$ cat config.mk
export PLATFORM = sky130hd
export DESIGN_NAME = uicfs_top
export DESIGN_NICKNAME = d
export VERILOG_FILES = /design/src/uicfs_pkg.sv /design/src/uicfs_top.sv
export VERILOG_INCLUDE_DIRS = /design/src
export SDC_FILE = /design/constraint.sdc
export NUM_CORES = 1
export LEC_CHECK = 0
export ABC_AREA = 1
export BUFFER_PORTS_ARGS = -buffer_cell sky130_fd_sc_hd__buf_2
export CAP_MARGIN = 20
export CORE_MARGIN = 4
export CORE_UTILIZATION = 45
export CTS_BUF_LIST = sky130_fd_sc_hd__clkbuf_16
export CTS_CLUSTER_DIAMETER = 30
export DETAILED_ROUTE_END_ITERATION = 8
export PLACE_DENSITY = 0.8
export SETUP_SLACK_MARGIN = 0.5
export SLEW_MARGIN = 10
export SYNTH_ARGS = -nofsm -noshare
export SYNTH_HDL_FRONTEND = slang
export SYNTH_SLANG_ARGS = --single-unit
export TNS_END_PERCENT = 50
$ cat constraint.sdc
create_clock -name clock -period 1.9 [get_ports clock]
set_input_delay 0.38 -clock clock [delete_from_list [all_inputs] [get_ports clock]]
set_output_delay 0.38 -clock clock [all_outputs]
set_load 0.005 [all_outputs]
$ cat src/uicfs_cfg.svh
`ifndef UICFS_CFG_SVH
`define UICFS_CFG_SVH
// Summary of operation
// - fifo mode: rx data interrupt while rx fill at or above trigger level
// - data ready status set on character into rx fifo, cleared when empty
// - mask bits 0-3 clear with fifos on gives polled mode via line status
// - line status: data ready, head errors, thr empty, tx idle, any fifo error
// - non-fifo mode: rx data interrupt while holding register has a character
// - tx ready on thr empty or below trigger; enabling while empty fires
// - line status interrupt when a character arrives with status bits 1-4 set
// - modem status interrupt while any of the four delta bits is set
// - flow change interrupt on rising cts or rts during auto flow control
// - xoff interrupt on received xoff or special character when enabled
// - time-out interrupt when data waits and the delay timer expires
// - tx ready also on tx fifo empty, or only transmitter empty in rs485 mode with fifos on
// - identification read shows only highest pending source
// - identification codes: 06,0C,04,02,00,10,20, none 01
// - bit 0 is 1 with nothing pending, 0 when pending
// - tx ready cleared by identification read or holding register write
// - time-out clears on rx read, line on line read, modem on modem read
// - xoff clears on identification read or xon; special on read or next char (one shared flag here: either clears on read, xon or next char)
// - flow change interrupts clear only on modem status read
// - identification bits 7:6 read 11 with fifos on, 00 with fifos off
// - fifo control bit 0 enables fifos; other bits ignored unless bit 0 set
`define UICFS_OFS_MASK     8'h00
`define UICFS_OFS_IDENT    8'h04
`define UICFS_OFS_FIFOCTL  8'h08
`define UICFS_OFS_LSTAT    8'h0C
`define UICFS_OFS_CTRL     8'h10
`define UICFS_ID_LINE      6'h06
`define UICFS_ID_TIMEOUT   6'h0C
`define UICFS_ID_RXDATA    6'h04
`define UICFS_ID_TRANSMIT_READY_INTERRUPT     6'h02
`define UICFS_ID_MODEM     6'h00
`define UICFS_ID_XOFF      6'h10
`define UICFS_ID_FLOW      6'h20
`define UICFS_ID_NONE      6'h01
`define UICFS_MASK_RX      0
`define UICFS_MASK_TX      1
`define UICFS_MASK_LINE    2
`define UICFS_MASK_MODEM   3
`define UICFS_MASK_XOFF    5
`define UICFS_MASK_RTS     6
`define UICFS_MASK_CTS     7
`define UICFS_FIFO_EN      0
`define UICFS_RESET_BYTE   8'h00
`endif

$ cat src/uicfs_pkg.sv
package uicfs_pkg;
  typedef enum logic [2:0] {
    uicfs_src_none, uicfs_src_line, uicfs_src_timeout, uicfs_src_rxdata,
    uicfs_src_transmit_ready_interrupt, uicfs_src_modem, uicfs_src_xoff, uicfs_src_flow
  } uicfs_src_t;
  typedef enum logic [1:0] {
    uicfs_bus_idle, uicfs_bus_answer
  } uicfs_bus_t;
endpackage

$ cat src/uicfs_top.sv
// Added by the designer: the register addresses and the Avalon-MM interface to the registers.
`timescale 1ns/1ps
`default_nettype none
`include "uicfs_cfg.svh"
module uicfs_top (
  input  wire logic        clock,
  input  wire logic        rstn,
  input  wire logic [7:0]  address,
  input  wire logic        read,
  input  wire logic        write,
  input  wire logic [31:0] writedata,
  output var  logic [31:0] readdata,
  output var  logic        waitrequest,
  input  wire logic        rx_char_stored,
  input  wire logic        rx_char_error,
  input  wire logic [3:0]  rx_head_status,
  input  wire logic        rx_fifo_any_error,
  input  wire logic        rx_fifo_empty,
  input  wire logic        rx_at_trigger,
  input  wire logic        rx_timeout_expired,
  input  wire logic        rx_holding_read,
  input  wire logic        tx_holding_empty,
  input  wire logic        tx_below_trigger,
  input  wire logic        tx_fifo_empty,
  input  wire logic        tx_all_empty,
  input  wire logic        tx_holding_write,
  input  wire logic        rs485_mode,
  input  wire logic [3:0]  modem_deltas,
  input  wire logic        modem_status_read,
  input  wire logic        enhanced_enable,
  input  wire logic        auto_cts,
  input  wire logic        auto_rts,
  input  wire logic        cts_pin,
  input  wire logic        rts_pin,
  input  wire logic        xoff_received,
  input  wire logic        xon_received,
  input  wire logic        special_received,
  output var  logic        irq,
  output var  logic        fifo_enable,
  output var  logic [7:0]  fifo_control_bits
);

  // ------------------------------------------------------------
  // pin synchronisers
  // ------------------------------------------------------------
  logic [1:0] cts_sync;
  logic [1:0] rts_sync;
  logic       cts_prev;
  logic       rts_prev;

  always_ff @(posedge clock or negedge rstn) begin
    if (!rstn) begin
      cts_sync <= 2'h0;
      rts_sync <= 2'h0;
      cts_prev <= 1'b0;
      rts_prev <= 1'b0;
    end else begin
      cts_sync <= {cts_sync[0], cts_pin};
      rts_sync <= {rts_sync[0], rts_pin};
      cts_prev <= cts_sync[1];
      rts_prev <= rts_sync[1];
    end
  end

  // ------------------------------------------------------------
  // registers
  // ------------------------------------------------------------
  logic [7:0]           interrupt_mask;
  logic                 ident_rd;
  logic                 lstat_rd;
  logic                 bus_take;
  uicfs_pkg::uicfs_bus_t bus_state;
  uicfs_pkg::uicfs_src_t src;

  // a request is taken on the first edge it is seen, answered the next
  assign bus_take = (read | write) && bus_state == uicfs_pkg::uicfs_bus_idle;
  assign ident_rd = bus_take && read && address == `UICFS_OFS_IDENT;
  assign lstat_rd = bus_take && read && address == `UICFS_OFS_LSTAT;

  always_ff @(posedge clock or negedge rstn) begin
    if (!rstn) begin
      interrupt_mask <= `UICFS_RESET_BYTE;
    end else if (bus_take && write && address == `UICFS_OFS_MASK) begin
      // upper enables only reachable with enhanced functions on
      interrupt_mask[3:0] <= writedata[3:0];
      if (enhanced_enable) begin
        interrupt_mask[7:4] <= writedata[7:4];
      end
    end
  end

  always_ff @(posedge clock or negedge rstn) begin
    if (!rstn) begin
      fifo_enable       <= 1'b0;
      fifo_control_bits <= `UICFS_RESET_BYTE;
    end else if (bus_take && write && address == `UICFS_OFS_FIFOCTL) begin
      fifo_enable <= writedata[`UICFS_FIFO_EN];
      if (writedata[`UICFS_FIFO_EN]) begin
        fifo_control_bits <= writedata[7:0];
      end else begin
        fifo_control_bits <= `UICFS_RESET_BYTE;
      end
    end
  end

  // ------------------------------------------------------------
  // interrupt sources
  // ------------------------------------------------------------
  logic line_pend;
  logic modem_pend;
  logic tx_pend;
  logic xoff_pend;
  logic cts_pend;
  logic rts_pend;
  logic timeout_pend;
  logic tx_event;
  logic tx_enable_rise;
  logic tx_event_prev;
  logic tx_event_rise;

  // tx ready events; in rs485 mode with fifos on wait for the whole transmitter
  assign tx_event = fifo_enable
      ? (rs485_mode ? tx_all_empty : (tx_below_trigger | tx_fifo_empty))
      : tx_holding_empty;
  assign tx_enable_rise = bus_take && write && address == `UICFS_OFS_MASK &&
      writedata[`UICFS_MASK_TX] && !interrupt_mask[`UICFS_MASK_TX] && tx_holding_empty;

  // edge, not level: a standing level would re-arm the flag right after each clearing read
  always_ff @(posedge clock or negedge rstn) begin
    if (!rstn) begin
      tx_event_prev <= 1'b0;
    end else begin
      tx_event_prev <= tx_event;
    end
  end
  assign tx_event_rise = tx_event && !tx_event_prev;

  // set wins over clear in every sticky source below, except a tx event rise meeting a holding register write
  always_ff @(posedge clock or negedge rstn) begin
    if (!rstn) begin
      line_pend <= 1'b0;
    end else if (rx_char_stored && rx_char_error) begin
      line_pend <= 1'b1;
    end else if (lstat_rd) begin
      line_pend <= 1'b0;
    end
  end

  always_ff @(posedge clock or negedge rstn) begin
    if (!rstn) begin
      tx_pend <= 1'b0;
    end else if (tx_enable_rise || (tx_event_rise && !tx_holding_write)) begin
      tx_pend <= 1'b1;
    end else if ((ident_rd && src == uicfs_pkg::uicfs_src_transmit_ready_interrupt) || tx_holding_write) begin
      tx_pend <= 1'b0;
    end
  end

  always_ff @(posedge clock or negedge rstn) begin
    if (!rstn) begin
      timeout_pend <= 1'b0;
    end else if (rx_timeout_expired && !rx_fifo_empty) begin
      timeout_pend <= 1'b1;
    end else if (rx_holding_read) begin
      timeout_pend <= 1'b0;
    end
  end

  // special character clears on the next received character
  always_ff @(posedge clock or negedge rstn) begin
    if (!rstn) begin
      xoff_pend <= 1'b0;
    end else if (xoff_received || special_received) begin
      xoff_pend <= 1'b1;
    end else if ((ident_rd && src == uicfs_pkg::uicfs_src_xoff) || xon_received
                 || rx_char_stored) begin
      xoff_pend <= 1'b0;
    end
  end

  always_ff @(posedge clock or negedge rstn) begin
    if (!rstn) begin
      cts_pend <= 1'b0;
      rts_pend <= 1'b0;
    end else begin
      if (auto_cts && cts_sync[1] && !cts_prev) begin
        cts_pend <= 1'b1;
      end else if (modem_status_read) begin
        cts_pend <= 1'b0;
      end
      if (auto_rts && rts_sync[1] && !rts_prev) begin
        rts_pend <= 1'b1;
      end else if (modem_status_read) begin
        rts_pend <= 1'b0;
      end
    end
  end

  // modem deltas are held by the modem status register and clear on its read
  assign modem_pend = |modem_deltas;

  // ------------------------------------------------------------
  // priority encoder
  // ------------------------------------------------------------
  logic                  rx_data_pend;

  // fifo mode follows the trigger, otherwise any held character
  assign rx_data_pend = fifo_enable ? rx_at_trigger : !rx_fifo_empty;

  always_comb begin
    if (line_pend && interrupt_mask[`UICFS_MASK_LINE]) begin
      src = uicfs_pkg::uicfs_src_line;
    end else if (timeout_pend && interrupt_mask[`UICFS_MASK_RX]) begin
      src = uicfs_pkg::uicfs_src_timeout;
    end else if (rx_data_pend && interrupt_mask[`UICFS_MASK_RX]) begin
      src = uicfs_pkg::uicfs_src_rxdata;
    end else if (tx_pend && interrupt_mask[`UICFS_MASK_TX]) begin
      src = uicfs_pkg::uicfs_src_transmit_ready_interrupt;
    end else if (modem_pend && interrupt_mask[`UICFS_MASK_MODEM]) begin
      src = uicfs_pkg::uicfs_src_modem;
    end else if (xoff_pend && interrupt_mask[`UICFS_MASK_XOFF]) begin
      src = uicfs_pkg::uicfs_src_xoff;
    end else if ((cts_pend && interrupt_mask[`UICFS_MASK_CTS]) ||
                 (rts_pend && interrupt_mask[`UICFS_MASK_RTS])) begin
      src = uicfs_pkg::uicfs_src_flow;
    end else begin
      src = uicfs_pkg::uicfs_src_none;
    end
  end

  function automatic logic [5:0] uicfs_code(input uicfs_pkg::uicfs_src_t s);
    case (s)
      uicfs_pkg::uicfs_src_line:    uicfs_code = `UICFS_ID_LINE;
      uicfs_pkg::uicfs_src_timeout: uicfs_code = `UICFS_ID_TIMEOUT;
      uicfs_pkg::uicfs_src_rxdata:  uicfs_code = `UICFS_ID_RXDATA;
      uicfs_pkg::uicfs_src_transmit_ready_interrupt:   uicfs_code = `UICFS_ID_TRANSMIT_READY_INTERRUPT;
      uicfs_pkg::uicfs_src_modem:   uicfs_code = `UICFS_ID_MODEM;
      uicfs_pkg::uicfs_src_xoff:    uicfs_code = `UICFS_ID_XOFF;
      uicfs_pkg::uicfs_src_flow:    uicfs_code = `UICFS_ID_FLOW;
      default:                      uicfs_code = `UICFS_ID_NONE;
    endcase
  endfunction

  always_ff @(posedge clock or negedge rstn) begin
    if (!rstn) begin
      irq <= 1'b0;
    end else begin
      irq <= src != uicfs_pkg::uicfs_src_none;
    end
  end

  // ------------------------------------------------------------
  // avalon slave
  // ------------------------------------------------------------
  logic [7:0] line_status;

  // polled mode needs nothing extra: status stays readable regardless of mask
  assign line_status = {rx_fifo_any_error, tx_all_empty, tx_holding_empty,
                        rx_head_status, !rx_fifo_empty};

  always_ff @(posedge clock or negedge rstn) begin
    if (!rstn) begin
      bus_state   <= uicfs_pkg::uicfs_bus_idle;
      waitrequest <= 1'b1;
      readdata    <= 32'h0;
    end else begin
      case (bus_state)
        uicfs_pkg::uicfs_bus_idle: begin
          waitrequest <= 1'b1;
          if (read | write) begin
            bus_state   <= uicfs_pkg::uicfs_bus_answer;
            waitrequest <= 1'b0;
            readdata    <= 32'h0;
            if (read) begin
              case (address)
                `UICFS_OFS_MASK:   readdata[7:0] <= interrupt_mask;
                `UICFS_OFS_IDENT:  readdata[7:0] <= {{2{fifo_enable}}, uicfs_code(src)};
                `UICFS_OFS_LSTAT:  readdata[7:0] <= line_status;
                `UICFS_OFS_CTRL:   readdata[7:0] <= fifo_control_bits;
                default:           readdata[7:0] <= 8'h00;
              endcase
            end
          end
        end
        uicfs_pkg::uicfs_bus_answer: begin
          bus_state   <= uicfs_pkg::uicfs_bus_idle;
          waitrequest <= 1'b1;
        end
        default: begin
          bus_state   <= uicfs_pkg::uicfs_bus_idle;
          waitrequest <= 1'b1;
        end
      endcase
    end
  end

  // ------------------------------------------------------------
  // checks
  // ------------------------------------------------------------
  a_irq_follows: assert property (@(posedge clock) disable iff (!rstn)
    (src != uicfs_pkg::uicfs_src_none) |=> irq)
    else $error("irq not raised for pending source");
  a_line_first: assert property (@(posedge clock) disable iff (!rstn)
    (line_pend && interrupt_mask[2]) |-> src == uicfs_pkg::uicfs_src_line)
    else $error("line status not top priority");
  a_ident_fifo: assert property (@(posedge clock) disable iff (!rstn)
    (bus_take && read && address == `UICFS_OFS_IDENT) |=> readdata[7:6] == {2{fifo_enable}})
    else $error("fifo bits wrong in identification");
  a_none_code: assert property (@(posedge clock) disable iff (!rstn)
    (ident_rd && src == uicfs_pkg::uicfs_src_none) |=> readdata[5:0] == 6'h01)
    else $error("idle code wrong");
  a_tx_clear: assert property (@(posedge clock) disable iff (!rstn)
    (tx_holding_write && !tx_enable_rise) |=> !tx_pend)
    else $error("tx ready not cleared");
  a_line_set: assert property (@(posedge clock) disable iff (!rstn)
    (rx_char_stored && rx_char_error) |=> line_pend)
    else $error("line status not set");
  a_flow_hold: assert property (@(posedge clock) disable iff (!rstn)
    (cts_pend && !modem_status_read) |=> cts_pend)
    else $error("flow interrupt dropped early");
  a_fifo_gate: assert property (@(posedge clock) disable iff (!rstn)
    (bus_take && write && address == `UICFS_OFS_FIFOCTL && !writedata[0])
    |=> fifo_control_bits == 8'h00)
    else $error("fifo control written without enable");
  a_bus_answer: assert property (@(posedge clock) disable iff (!rstn)
    bus_take |=> !waitrequest ##1 waitrequest)
    else $error("bus answer timing wrong");
  a_tx_event: assert property (@(posedge clock) disable iff (!rstn)
    (tx_event_rise && !tx_holding_write) |=> tx_pend)
    else $error("tx ready not raised on event");
  a_tx_enable: assert property (@(posedge clock) disable iff (!rstn)
    tx_enable_rise |=> tx_pend)
    else $error("tx ready not raised on enable");
  a_timeout_set: assert property (@(posedge clock) disable iff (!rstn)
    (rx_timeout_expired && !rx_fifo_empty) |=> timeout_pend)
    else $error("time-out not raised");
  a_timeout_clear: assert property (@(posedge clock) disable iff (!rstn)
    (rx_holding_read && !rx_timeout_expired) |=> !timeout_pend)
    else $error("time-out not cleared");
  a_line_clear: assert property (@(posedge clock) disable iff (!rstn)
    (lstat_rd && !rx_char_stored) |=> !line_pend)
    else $error("line status not cleared");
  a_xoff_set: assert property (@(posedge clock) disable iff (!rstn)
    (xoff_received || special_received) |=> xoff_pend)
    else $error("xoff not raised");
  a_xoff_clear: assert property (@(posedge clock) disable iff (!rstn)
    (xon_received && !xoff_received && !special_received) |=> !xoff_pend)
    else $error("xoff not cleared by xon");
  a_cts_set: assert property (@(posedge clock) disable iff (!rstn)
    (auto_cts && cts_sync[1] && !cts_prev) |=> cts_pend)
    else $error("cts change not raised");
  a_rts_set: assert property (@(posedge clock) disable iff (!rstn)
    (auto_rts && rts_sync[1] && !rts_prev) |=> rts_pend)
    else $error("rts change not raised");
  a_rx_fifo: assert property (@(posedge clock) disable iff (!rstn)
    (fifo_enable && rx_at_trigger && interrupt_mask[`UICFS_MASK_RX])
    |-> src != uicfs_pkg::uicfs_src_none)
    else $error("rx trigger not pending");
  a_rx_plain: assert property (@(posedge clock) disable iff (!rstn)
    (!fifo_enable && !rx_fifo_empty && interrupt_mask[`UICFS_MASK_RX])
    |-> src != uicfs_pkg::uicfs_src_none)
    else $error("held character not pending");
  a_modem_src: assert property (@(posedge clock) disable iff (!rstn)
    ((|modem_deltas) && interrupt_mask[`UICFS_MASK_MODEM])
    |-> src != uicfs_pkg::uicfs_src_none)
    else $error("modem delta not pending");
  a_irq_idle: assert property (@(posedge clock) disable iff (!rstn)
    (src == uicfs_pkg::uicfs_src_none) |=> !irq)
    else $error("irq raised with nothing pending");
  a_mask_guard: assert property (@(posedge clock) disable iff (!rstn)
    (bus_take && write && address == `UICFS_OFS_MASK && !enhanced_enable)
    |=> $stable(interrupt_mask[7:4]))
    else $error("upper mask written without enhanced enable");
  a_fifo_take: assert property (@(posedge clock) disable iff (!rstn)
    (bus_take && write && address == `UICFS_OFS_FIFOCTL && writedata[0])
    |=> fifo_enable && fifo_control_bits == $past(writedata[7:0]))
    else $error("fifo control not taken");
  c_line_irq: cover property (@(posedge clock) disable iff (!rstn) src == uicfs_pkg::uicfs_src_line);
  c_tx_irq: cover property (@(posedge clock) disable iff (!rstn) src == uicfs_pkg::uicfs_src_transmit_ready_interrupt);
  c_flow_irq: cover property (@(posedge clock) disable iff (!rstn) src == uicfs_pkg::uicfs_src_flow);
  c_tout_irq: cover property (@(posedge clock) disable iff (!rstn) src == uicfs_pkg::uicfs_src_timeout);
  c_xoff_irq: cover property (@(posedge clock) disable iff (!rstn) src == uicfs_pkg::uicfs_src_xoff);

endmodule
`default_nettype wire

==> results_dict.tcl <==
set metrics [dict create \
    hpwlAfterDp_um 4070 \
    diodes 0 \
    slew_violations 0 \
    clkLatencyLatePin_ns 0.28 \
    synth_edf_count 0 \
    antenna_left 0 \
    core_area_mm2 0.00450 \
    min_period_ns 1.45 \
    grt_pass1_wl_um 8300 \
    area_growth_pct 31.5 \
    cts_made_buffers 5 \
    end_kind "flop" \
    drive_above_1_share_pct 35.4 \
    yosysTopAreaCell "dfrtp_1" \
    fmax_mhz 690 \
    drt_first_iter_violations 99 \
    grt_util_met2_pct 27.7 \
    die-area_mm2 0.00598 \
    ioPinCount 117 \
    tightest_slew_ns 0.509 \
    vdd_drop_max_mv 0.560 \
    num-fill-cells 387 \
    multi_input_area_mm2 0.00103 \
    fin_cells 414 \
    cp.required_ns 2.07 \
    start_util_pct 48.1 \
    seq_area_mm2 0.00100 \
    rsz0062_at_grt "true" \
    grt_use_total_pct 17.5 \
    critPathLaunchType "flop" \
    synth-warning-count 0 \
    max_stage_delay_ns 0.43 \
    cts_tree "done" \
    grt_util_met3_pct 5.56 \
    synth_area_mm2 0.00216 \
    max_cap_violations 0 \
    met1_usage_pct 23.1 \
    rows 24 \
    antenna_found_initial 0 \
    synth_seq_area_share_pct 46.3 \
    drtPass1Iterations 4 \
    cts_buffer_depth 2 \
    clock_sinks 40 \
    wirelength_um 5500 \
    place.gp.congestion 0.849 \
    outcome "completed" \
    cp_data_arrival_time_ns 1.62 \
    min_period_over_period_pct 76.3 \
    grt-busiest-layer "met2" \
    synthFlopType "dfrtp_1" \
    route.vias.total 2004 \
    synthMostInstantiatedCell "nand2_1" \
    syn_avg_cell_area_um2 7.84 \
    drc 0 \
    p_leak_nw 1.58 \
    worstPathCellList "nand2_2 > o21ai_2 > o21ai_2 > nand2_2 > inv_2 > nand2_2 > nand2_2 > nor3_1 > o21ai_1 > nand2_1" \
    grt_max_degree 41 \
    wl_per_cell_um 13.3 \
    grt_pass1_vias 1834 \
    fin_worst_skew_ns 0.00205 \
    synthArstFlopShare_pct 100 \
    path_max_fanout 3 \
    tns_ns 0 \
    postCtsHoldBufs 0 \
    vias_per_cell 4.84 \
    synthDistinctLibCells 28 \
    maxSlewHeadroom_pct 66.1 \
    ys_ff_latch 40 \
    io_buffers 68 \
    htree_levels 2 \
    hold_class "in2async" \
    power.density_mw_per_mm2 727 \
    synthCells 276 \
    yosysTopAreaCellShare_pct 45.1 \
    finalHoldViolations 0 \
    dieHeight_um 77.4 \
    critical_path_class "reg2reg" \
    die_w_um 77.4 \
    crit_top_cell "nand2_2" \
    dp_cells 396 \
    setup_viol 0 \
    fin_nets 435 \
    synth_top_cells_by_area "dfrtp_1, nand2_1, buf_4" \
    clk_pin_slew_ns 0.06 \
    crit_slowest_cell "dfrtp_2" \
    cts_root_buf "clkbuf_16" \
    synth.top_cells.by_count "nand2_1, dfrtp_1, inv_1" \
    gr-total-overflow 0 \
]
[layout by cell type, fill, tap and decap left out, types with 9 or more instances in the layout]
| cell | count |
|---|---|
| buf_4 | 11 |
| o21ai_0 | 14 |
| nor2_1 | 10 |
| nand2_1 | 85 |
| buf_2 | 66 |
| nand3_1 | 9 |
| inv_1 | 28 |
| dfrtp_1 | 38 |
| nand2_2 | 13 |
| conb_1 | 24 |
[sequential cells by signal (all words and copies together) (netlist names)]
name	count
bus_state	1
rts_prev	1
interrupt_mask	8
tx_event_prev	1
irq	1
rts_sync	2
fifo_control_bits	8
waitrequest	1
tx_pend	1
cts_sync	2
cts_pend	1
xoff_pend	1
readdata	8
rts_pend	1
cts_prev	1
line_pend	1
timeout_pend	1
[where the power goes]
group	internal, mW	switching, mW	leakage, nW
Clock	0.612	0.326	0.0850
Combinational	0.0874	0.139	0.987
Sequential	0.887	0.0180	0.506
[final cells by class]
class | count | share of cell area (%)
multi-input combinational | 200 | 36.3
sequential | 40 | 35.3
inverter | 34 | 4.75
clock buffer | 5 | 4.40
clock inverter | 3 | 1.36
timing repair buffer | 80 | 15.7
tap | 52 | 2.29
[metrics by stage]
stage          setup slack, ns  hold slack, ns  area, um^2  util (%)  power [mW]
2_1_floorplan            0.505          0.0844        2250         -        1.04
4_1_cts                  0.479           0.171        2700      59.9        2.06
6_report                 0.450           0.149        2850      63.2        2.07
3_5_place_dp             0.126           0.338        2480      55.1        1.12
5_1_grt                  0.356           0.194        2850      63.2        2.15
3_3_place_gp             0.230           0.333        2480      55.1        1.11
[repair_timing]
action	4_1_cts	5_1_grt
pin swaps	4	15
buffers inserted	3	7
gates resized for setup	12	35
gates cloned	0	0
setup endpoints to repair	15	23
[worst paths after layout]
check | from | cells past startpoint | endpoint | slack [ns]
setup / recovery | fifo_control_bits[0] | 10 | readdata[3] | 0.45
hold / removal | rstn | 2 | readdata[4] | 0.15
setup reg to reg | fifo_control_bits[0] | 10 | readdata[3] | 0.45
hold reg to reg | cts_sync[0] | 0 | cts_sync[1] | 0.35
max in group asynchronous | rstn | 2 | fifo_control_bits[0] | 1.37
min in group clock | rts_pin | 1 | rts_sync[0] | 0.20
[metal layers]
layer / vias up / share of wire (%)
met2: 99 / 48
li1: 993 / -
met1: 903 / 41
met5: - / 0
met4: 0 / 1.4
met3: 9 / 9.8
[worst max-delay path: cells and delay by family, from the launching register on]
| kind | cells | cell delay [ns] |
|---|---|---|
| simple gates | 6 | 0.44 |
| flops | 1 | 0.43 |
| compound gates | 3 | 0.39 |
| buf+inv | 1 | 0.08 |
[cell families after synthesis]
| group | synth area share, % |
|---|---|
| and+or+nand+nor | 28.7 |
| AOI/OAI and AO/OA | 10.2 |
| DFF | 46.3 |
| buffers and inverters | 14.6 |
| other | 0.173 |
No activity file was read; power rests on OpenSTA's default activity.
